[src/rtl/irab_pkg.sv]
// Constants, types and register map of the indirect register access bridge
package irab_pkg;
    // Register indices; byte address is four times the index
    localparam logic [7:0] IDX_ANA_CTL = 8'h40;
    localparam logic [7:0] IDX_ANA_OFF = 8'h41;
    localparam logic [7:0] IDX_ANA_DATA = 8'h42;
    localparam logic [7:0] IDX_BR_CTL = 8'h48;
    localparam logic [7:0] IDX_BR_ADDR_LO = 8'h49;
    localparam logic [7:0] IDX_BR_ADDR_HI = 8'h4a;
    localparam logic [7:0] IDX_BR_DATA0 = 8'h4b;
    localparam logic [7:0] IDX_BR_DATA1 = 8'h4c;
    localparam logic [7:0] IDX_BR_DATA2 = 8'h4d;
    localparam logic [7:0] IDX_BR_DATA3 = 8'h4e;
    localparam int IDX_LSB = 2;
    localparam int IDX_MSB = 9;
    localparam int DEC_MSB = 31;
    localparam int DEC_LSB = 10;
    // Field layout
    localparam logic [7:0] ANA_CTL_MASK = 8'h1f;
    localparam int ANA_SEL_LSB = 2;
    localparam int ANA_SEL_MSB = 4;
    localparam int ANA_AUTOINC_BIT = 1;
    localparam int ANA_DIR_BIT = 0;
    localparam logic [7:0] BR_CTL_MASK = 8'h1f;
    localparam int BR_SEL_LSB = 3;
    localparam int BR_SEL_MSB = 4;
    localparam int BR_AUTOINC_BIT = 2;
    localparam int BR_READ_BIT = 1;
    localparam int BR_EN_BIT = 0;
    // Target codes
    localparam logic [2:0] ANA_TGT_OFF = 3'h0;
    localparam logic [2:0] ANA_TGT_VIDEO = 3'h4;
    localparam logic [2:0] ANA_TGT_LINK = 3'h5;
    localparam logic [1:0] BR_TGT_VIDEO = 2'h0;
    localparam logic [1:0] BR_TGT_EDID = 2'h1;
    localparam logic [1:0] BR_TGT_CFG = 2'h2;
    localparam logic [1:0] BR_TGT_DIEID = 2'h3;
    // Increments and reset values
    localparam logic [7:0] ANA_INC = 8'h01;
    localparam logic [15:0] BR_INC_VIDEO = 16'h0004;
    localparam logic [15:0] BR_INC_OTHER = 16'h0001;
    localparam logic [7:0] BYTE_RESET = 8'h00;
    // Bus encodings
    localparam logic [1:0] HTRANS_NONSEQ = 2'h2;
    localparam logic [2:0] HSIZE_WORD = 3'h2;
    localparam logic HRESP_OKAY = 1'b0;
    typedef enum logic [1:0] {AHB_IDLE, AHB_DATA, AHB_ANA} irab_ahb_e;
    typedef enum logic [1:0] {APB_IDLE, APB_SETUP, APB_ACCESS} irab_apb_e;
endpackage
[src/rtl/irab_bridge.sv]
// Indirect register access bridge: AHB-Lite slave, analog indirect port and APB master
//
// Chosen here: register access over AHB-Lite.
`timescale 1ns/1ps
module irab_bridge (
    input wire logic core_clk_in,
    input wire logic rst_b_in,
    input wire logic hsel_in,
    input wire logic [31:0] haddr_in,
    input wire logic [1:0] htrans_in,
    input wire logic hwrite_in,
    input wire logic [2:0] hsize_in,
    input wire logic [31:0] hwdata_in,
    input wire logic hready_in,
    output logic [31:0] hrdata_out,
    output logic hreadyout_out,
    output logic hresp_out,
    output logic [2:0] analog_target_select_out,
    output logic [7:0] indirect_offset_out,
    output logic [7:0] indirect_data_value_out,
    output logic ana_req_out,
    output logic ana_write_out,
    input wire logic ana_ack_in,
    input wire logic [7:0] ana_rdata_in,
    output logic [1:0] bridge_target_out,
    output logic psel_out,
    output logic penable_out,
    output logic pwrite_out,
    output logic [15:0] paddr_out,
    output logic [31:0] pwdata_out,
    input wire logic [31:0] prdata_in,
    input wire logic pready_in
);

    ////////////////////////////////////////////////////////////////////////////
    // State

    typedef struct packed {
        irab_pkg::irab_ahb_e ahb_st;
        logic acc_write;
        logic acc_ok;
        logic [7:0] acc_idx;
        logic hready;
        logic hresp;
        logic [31:0] hrdata;
        logic [7:0] ana_ctl;
        logic [7:0] ana_off;
        logic [7:0] ana_data;
        logic ana_req;
        logic ana_we;
        logic [7:0] br_ctl;
        logic [15:0] br_addr;
        logic [31:0] br_data;
        irab_pkg::irab_apb_e apb_st;
        logic psel;
        logic penable;
        logic pwrite;
        logic [15:0] paddr;
        logic [31:0] pwdata;
    } irab_state_s;

    logic [1:0] rst_sync_ff;
    logic rst_b;
    irab_state_s state_ff;
    irab_state_s nxt_state;

    function automatic logic ana_target_ok(input logic [7:0] ctl);
        logic [2:0] sel;
        sel = ctl[irab_pkg::ANA_SEL_MSB:irab_pkg::ANA_SEL_LSB];
        return (sel == irab_pkg::ANA_TGT_VIDEO) || (sel == irab_pkg::ANA_TGT_LINK);
    endfunction

    function automatic logic is_bridge_idx(input logic [7:0] idx);
        return (idx >= irab_pkg::IDX_BR_CTL) && (idx <= irab_pkg::IDX_BR_DATA3);
    endfunction

    ////////////////////////////////////////////////////////////////////////////
    // Reset release

    // Async assert, sync release so no flop leaves reset on a ragged edge
    always_ff @(posedge core_clk_in or negedge rst_b_in) begin
        if (!rst_b_in) begin
            rst_sync_ff <= 2'h0;
        end else begin
            rst_sync_ff <= {rst_sync_ff[0], 1'b1};
        end
    end

    assign rst_b = rst_sync_ff[1];

    ////////////////////////////////////////////////////////////////////////////
    // Next state

    always_comb begin
        logic start_read;
        logic ana_dir_read;
        logic [1:0] br_sel;
        nxt_state = state_ff;
        start_read = 1'b0;
        ana_dir_read = state_ff.ana_ctl[irab_pkg::ANA_DIR_BIT];
        br_sel = state_ff.br_ctl[irab_pkg::BR_SEL_MSB:irab_pkg::BR_SEL_LSB];

        // APB master
        case (state_ff.apb_st)
            irab_pkg::APB_IDLE: begin
                if (state_ff.br_ctl[irab_pkg::BR_EN_BIT] && state_ff.br_ctl[irab_pkg::BR_READ_BIT]) begin
                    start_read = 1'b1;
                    nxt_state.psel = 1'b1;
                    nxt_state.pwrite = 1'b0;
                    nxt_state.paddr = state_ff.br_addr;
                    nxt_state.apb_st = irab_pkg::APB_SETUP;
                end
            end
            irab_pkg::APB_SETUP: begin
                nxt_state.penable = 1'b1;
                nxt_state.apb_st = irab_pkg::APB_ACCESS;
            end
            irab_pkg::APB_ACCESS: begin
                if (pready_in) begin
                    nxt_state.psel = 1'b0;
                    nxt_state.penable = 1'b0;
                    if (!state_ff.pwrite) begin
                        nxt_state.br_data = prdata_in;
                        nxt_state.br_ctl[irab_pkg::BR_READ_BIT] = 1'b0;
                    end
                    if (state_ff.br_ctl[irab_pkg::BR_AUTOINC_BIT]) begin
                        nxt_state.br_addr = state_ff.br_addr + ((br_sel == irab_pkg::BR_TGT_VIDEO) ?
                            irab_pkg::BR_INC_VIDEO : irab_pkg::BR_INC_OTHER);
                    end
                    nxt_state.apb_st = irab_pkg::APB_IDLE;
                end
            end
            default: begin
                nxt_state.apb_st = irab_pkg::APB_IDLE;
            end
        endcase

        // AHB-Lite slave; every transfer has at least one wait state so writes land before the next read
        case (state_ff.ahb_st)
            irab_pkg::AHB_IDLE: begin
                if (hsel_in && hready_in && (htrans_in == irab_pkg::HTRANS_NONSEQ)) begin
                    nxt_state.acc_write = hwrite_in;
                    nxt_state.acc_idx = haddr_in[irab_pkg::IDX_MSB:irab_pkg::IDX_LSB];
                    nxt_state.acc_ok = (haddr_in[irab_pkg::DEC_MSB:irab_pkg::DEC_LSB] == 22'h0) &&
                        (hsize_in == irab_pkg::HSIZE_WORD);
                    nxt_state.hready = 1'b0;
                    nxt_state.ahb_st = irab_pkg::AHB_DATA;
                end
            end
            irab_pkg::AHB_DATA: begin
                nxt_state.hready = 1'b1;
                nxt_state.ahb_st = irab_pkg::AHB_IDLE;
                if (state_ff.acc_write && is_bridge_idx(state_ff.acc_idx) &&
                    ((state_ff.apb_st != irab_pkg::APB_IDLE) || start_read)) begin
                    // Bridge registers are frozen while a bus transfer runs
                    nxt_state.hready = 1'b0;
                    nxt_state.ahb_st = irab_pkg::AHB_DATA;
                end else if (state_ff.acc_write) begin
                    if (state_ff.acc_ok) begin
                        case (state_ff.acc_idx)
                            irab_pkg::IDX_ANA_CTL: nxt_state.ana_ctl = hwdata_in[7:0] & irab_pkg::ANA_CTL_MASK;
                            irab_pkg::IDX_ANA_OFF: nxt_state.ana_off = hwdata_in[7:0];
                            irab_pkg::IDX_ANA_DATA: begin
                                nxt_state.ana_data = hwdata_in[7:0];
                                if (!ana_dir_read && ana_target_ok(state_ff.ana_ctl)) begin
                                    nxt_state.ana_req = 1'b1;
                                    nxt_state.ana_we = 1'b1;
                                    nxt_state.hready = 1'b0;
                                    nxt_state.ahb_st = irab_pkg::AHB_ANA;
                                end
                            end
                            irab_pkg::IDX_BR_CTL: nxt_state.br_ctl = hwdata_in[7:0] & irab_pkg::BR_CTL_MASK;
                            irab_pkg::IDX_BR_ADDR_LO: nxt_state.br_addr[7:0] = hwdata_in[7:0];
                            irab_pkg::IDX_BR_ADDR_HI: nxt_state.br_addr[15:8] = hwdata_in[7:0];
                            irab_pkg::IDX_BR_DATA0: nxt_state.br_data[7:0] = hwdata_in[7:0];
                            irab_pkg::IDX_BR_DATA1: nxt_state.br_data[15:8] = hwdata_in[7:0];
                            irab_pkg::IDX_BR_DATA2: nxt_state.br_data[23:16] = hwdata_in[7:0];
                            irab_pkg::IDX_BR_DATA3: begin
                                nxt_state.br_data[31:24] = hwdata_in[7:0];
                                if (state_ff.br_ctl[irab_pkg::BR_EN_BIT] && !state_ff.br_ctl[irab_pkg::BR_READ_BIT] &&
                                    (br_sel != irab_pkg::BR_TGT_CFG) && (br_sel != irab_pkg::BR_TGT_DIEID)) begin
                                    nxt_state.psel = 1'b1;
                                    nxt_state.pwrite = 1'b1;
                                    nxt_state.paddr = state_ff.br_addr;
                                    nxt_state.pwdata = {hwdata_in[7:0], state_ff.br_data[23:0]};
                                    nxt_state.apb_st = irab_pkg::APB_SETUP;
                                end
                            end
                            default: begin
                            end
                        endcase
                    end
                end else if (state_ff.acc_ok && (state_ff.acc_idx == irab_pkg::IDX_ANA_DATA) &&
                    ana_dir_read && ana_target_ok(state_ff.ana_ctl)) begin
                    nxt_state.ana_req = 1'b1;
                    nxt_state.ana_we = 1'b0;
                    nxt_state.hready = 1'b0;
                    nxt_state.ahb_st = irab_pkg::AHB_ANA;
                end else begin
                    nxt_state.hrdata = 32'h0;
                    if (state_ff.acc_ok) begin
                        case (state_ff.acc_idx)
                            irab_pkg::IDX_ANA_CTL: nxt_state.hrdata[7:0] = state_ff.ana_ctl;
                            irab_pkg::IDX_ANA_OFF: nxt_state.hrdata[7:0] = state_ff.ana_off;
                            irab_pkg::IDX_ANA_DATA: nxt_state.hrdata[7:0] = state_ff.ana_data;
                            irab_pkg::IDX_BR_CTL: nxt_state.hrdata[7:0] = state_ff.br_ctl;
                            irab_pkg::IDX_BR_ADDR_LO: nxt_state.hrdata[7:0] = state_ff.br_addr[7:0];
                            irab_pkg::IDX_BR_ADDR_HI: nxt_state.hrdata[7:0] = state_ff.br_addr[15:8];
                            irab_pkg::IDX_BR_DATA0: nxt_state.hrdata[7:0] = state_ff.br_data[7:0];
                            irab_pkg::IDX_BR_DATA1: nxt_state.hrdata[7:0] = state_ff.br_data[15:8];
                            irab_pkg::IDX_BR_DATA2: nxt_state.hrdata[7:0] = state_ff.br_data[23:16];
                            irab_pkg::IDX_BR_DATA3: nxt_state.hrdata[7:0] = state_ff.br_data[31:24];
                            default: nxt_state.hrdata = 32'h0;
                        endcase
                    end
                end
            end
            irab_pkg::AHB_ANA: begin
                // No timeout: a target that never acknowledges holds the bus
                if (ana_ack_in) begin
                    nxt_state.ana_req = 1'b0;
                    if (!state_ff.ana_we) begin
                        nxt_state.ana_data = ana_rdata_in;
                        nxt_state.hrdata = {24'h0, ana_rdata_in};
                    end
                    if (state_ff.ana_ctl[irab_pkg::ANA_AUTOINC_BIT]) begin
                        nxt_state.ana_off = state_ff.ana_off + irab_pkg::ANA_INC;
                    end
                    nxt_state.hready = 1'b1;
                    nxt_state.ahb_st = irab_pkg::AHB_IDLE;
                end
            end
            default: begin
                nxt_state.hready = 1'b1;
                nxt_state.ahb_st = irab_pkg::AHB_IDLE;
            end
        endcase
        nxt_state.hresp = irab_pkg::HRESP_OKAY;
    end

    ////////////////////////////////////////////////////////////////////////////
    // Registers

    always_ff @(posedge core_clk_in or negedge rst_b) begin
        if (!rst_b) begin
            state_ff <= '0;
            state_ff.hready <= 1'b1;
        end else begin
            state_ff <= nxt_state;
        end
    end

    ////////////////////////////////////////////////////////////////////////////
    // Outputs

    assign hrdata_out = state_ff.hrdata;
    assign hreadyout_out = state_ff.hready;
    assign hresp_out = state_ff.hresp;
    assign analog_target_select_out = state_ff.ana_ctl[irab_pkg::ANA_SEL_MSB:irab_pkg::ANA_SEL_LSB];
    assign indirect_offset_out = state_ff.ana_off;
    assign indirect_data_value_out = state_ff.ana_data;
    assign ana_req_out = state_ff.ana_req;
    assign ana_write_out = state_ff.ana_we;
    assign bridge_target_out = state_ff.br_ctl[irab_pkg::BR_SEL_MSB:irab_pkg::BR_SEL_LSB];
    assign psel_out = state_ff.psel;
    assign penable_out = state_ff.penable;
    assign pwrite_out = state_ff.pwrite;
    assign paddr_out = state_ff.paddr;
    assign pwdata_out = state_ff.pwdata;

endmodule

[config.mk]
export PLATFORM = sky130hd
export DESIGN_NAME = irab_bridge
export DESIGN_NICKNAME = d
export VERILOG_FILES = /design/src/rtl/irab_pkg.sv /design/src/rtl/irab_bridge.sv
export SDC_FILE = /design/constraint.sdc
export NUM_CORES = 1
export LEC_CHECK = 0
export BUFFER_PORTS_ARGS = -buffer_cell sky130_fd_sc_hd__buf_2
export CORE_MARGIN = 5
export CORE_UTILIZATION = 58
export DETAILED_ROUTE_END_ITERATION = 7
export PLACE_DENSITY = 0.94
export RECOVER_POWER = 100
export SLEW_MARGIN = 40
export SYNTH_ARGS = -nofsm -noshare
export SYNTH_HDL_FRONTEND = slang
export SYNTH_SLANG_ARGS = --single-unit
[constraint.sdc]
create_clock -name core_clk_in -period 7.8 [get_ports core_clk_in]
set_input_delay 0.39 -clock core_clk_in [delete_from_list [all_inputs] [get_ports core_clk_in]]
set_output_delay 0.39 -clock core_clk_in [all_outputs]
set_load 0.02 [all_outputs]
==> impl_metrics.toml <==
[grt]
grt_pass1_wl_um = 35020
grt_max_degree = 79
grt_antenna_before_repair = 0
gr-total-overflow = 0
groute.usage.overall_pct = 27.09
grt_pass1_vias = 6489

[sta]
setup_violations = 0
finalSetupTns_ns = 0
rsz0062_at_grt = "false"
fin_crit_ns = 4.858
slew_viol_final = 111
clock_skew_ns = 0.01805
finalHoldViolations = 0
layout_setup_ws_ns = 2.942
max_clock_freq_mhz = 205.8
maxSlewHeadroom_pct = -30.37
fin_crit_sh_pct = 62.29
tightestPinTransition_ns = 1.950
holdWs_ns = 0.2017

[finish]
diodes = 0
mostFrequentLayoutCell = "dfrtp_1"
syn2layout_area_growth_pct = 8.266
seq_area_um2 = 3805
fillCellCount = 1125
multi_input_area_um2 = 3596
mostFrequentLayoutCells = "dfrtp_1 (151), clkbuf_1 (89), buf_2 (89)"
fin_nets = 1009
drive_gt1_share_pct = 22.06

[yosys]
synth_area_leader_cell = "dfrtp_1"
avgSynthCellArea_um2 = 10.30
synth_top_area_share_pct = 45.22
seq_area_frac_synth_pct = 45.54
async_flop_share_pct = 100.0
synth_cells = 811
synth_area_leaders = "dfrtp_1 (45%), buf_4 (9.2%), mux2_2 (8.9%)"
yosys_warnings = 0
syn-cell-area_um2 = 8356
synth.distinct_cells = 61
synth_ff_type = "dfrtp_1"
synth_edf_count = 0
synth_seq_cells = 152

[job]
cap_violations = 3

[place]
routabilityCongestion = 0.9695
io_buffers = 172
post-dp-hpwl_um = 16220
dp_slack_ns = 4.394

[outcome]
outcome = "complete, but fails checks"
violations = "capacitance limit, slew limit"

[floorplanning]
core.rowCount = 43
die-area_um2 = 16910
die-height_um = 130.0
coreArea_um2 = 13990
die_w_um = 130.0
start_util_pct = 59.73
ios = 224

[setup_path]
endpoint_kind = "register"
critPathKind = "register to register"
cp-start-kind = "register"
cp_max_fo = 34
worst_ep_required_time_ns = 8.12
crit_start = "state_ff[180]"
arrival_ns = 5.18
rr_worst_depth = 6
worstReg2RegEnd = "paddr_out[1]"
r2r_slack_ns = 2.94
r2r-start = "state_ff[180]"

[routing]
wl_um = 22620
detail-route-antenna-nets = 0
viasPerCell = 6.064
drc = 0
routedWlPerCell_um = 20.91
vias = 6561
drt_first_pass_iters = 5
drtIter0Drc = 862

[clock_tree]
htreeDepth = 4
insertion_delay_ns = 0.44
clk_pin_slew_ns = 0.06
cts_buffers = 17
cts_tree = "built"
cts_sinks = 152
cts_buffer_depth = 2
cts_resized = 0
root_buffer = "clkbuf_16"

[power_and_ir_drop]
p_leak_uw = 0.003999
vdd_drop_max_mv = 0.1382
pwr_density_cell_nw_per_um2 = 201.9

[worst_hold_path]
hold_depth = 2
hp-start = "haddr_in[6]"
min_to = "state_ff[173]"
hp-class = "primary input to register"
==> per-layer routing <==
layer,global-route usage [%],share of wire (%)
met1,35.36,38
met2,43.12,48
met3,7.368,11
met4,10.82,3.6
met5,0,0
==> repair_timing <==
action | in CTS | in global routing
hold endpoints to repair | 2 | 0
setup buffers | 0 | 0
hold buffers | 1 | 0
endpoints found under the setup margin | 0 | 0
==> registers in the layout, indices dropped and copies added, names as in the netlist <==
register	flops
penable_out	1
analog_target_select_out	3
indirect_data_value_out	8
pwdata_out	32
indirect_offset_out	8
bridge_target_out	2
ana_req_out	1
state_ff	67
pwrite_out	1
psel_out	1
rst_sync_ff	2
hrdata_out	8
ana_write_out	1
paddr_out	16
hreadyout_out	1
==> cells by family after synthesis <==
family | Yosys count | share of synthesized area, %
XOR/XNOR | 15 | 1.572
multiplexers | 125 | 16.59
other | 2 | 0.08988
adder cells (fa/ha/maj) | 4 | 0.5990
AO/OA/AOI/OAI | 151 | 11.08
flip-flops | 152 | 45.54
buffers and inverters | 155 | 11.98
AND/OR/NAND/NOR | 207 | 12.55
==> how the worst max path moves through the flow <==
stage	to	slack, ns	depth (start not counted)
2_1_floorplan	ana_req_out	3.25	0
4_1_cts	paddr_out[2]	4.35	6
5_1_grt	paddr_out[2]	2.65	6
6_report	paddr_out[1]	2.94	6
3_3_place_gp	paddr_out[0]	4.55	6
3_5_place_dp	paddr_out[2]	4.39	6
==> cell usage after synthesis, types with 5 or more instances <==
master	count
buf_2	11
a22oi_1	14
nor2b_1	5
and3_1	8
nand3_1	21
mux2_2	66
o211ai_1	7
nor4_1	8
xor2_1	7
dfrtp_1	151
clkbuf_1	28
buf_4	102
nor2_1	64
nand4_1	8
inv_1	6
nor3_1	12
mux2i_1	50
a21oi_1	55
mux2_4	8
nand2_1	47
o21ai_0	37
a211oi_1	5
xnor2_1	8
==> metrics by stage <==
step,util (%),instance area [um^2],total power (uW),cells
after floorplan,-,8446,1006,835
final,64.67,9046,1827,1082
after global routing,64.67,9046,1891,1082
after global placement,61.57,8613,1062,1045
after detailed placement,62.06,8681,1070,1049
after CTS,66.05,9239,1829,1082
==> cell type report <==
| class | count | area share [%] |
|---|---|---|
| repair buffers | 183 | 9.350 |
| clock inverters | 11 | 0.9682 |
| clock buffers | 21 | 5.090 |
| well taps | 180 | 2.490 |
| multi-input cells | 528 | 39.75 |
| inverters | 7 | 0.2905 |
| flip-flops and latches | 152 | 42.06 |
==> power by group <==
| group | internal (uW) | switching [uW] |
|---|---|---|
| logic | 76.2 | 121 |
| registers | 814 | 50.4 |
| clock network | 428 | 337 |
| total | 1320 | 509 |
==> worst max-delay path, stage by stage (launching register included) <==
cell and delay [ns]:
dfrtp_1 0.42, nand2b_1 0.25, nor2_1 0.68, nand4_1 1.70, and2_0 0.80, inv_1 0.50, mux2_2 0.40
Note: power is estimated with default switching activity, not from simulation.
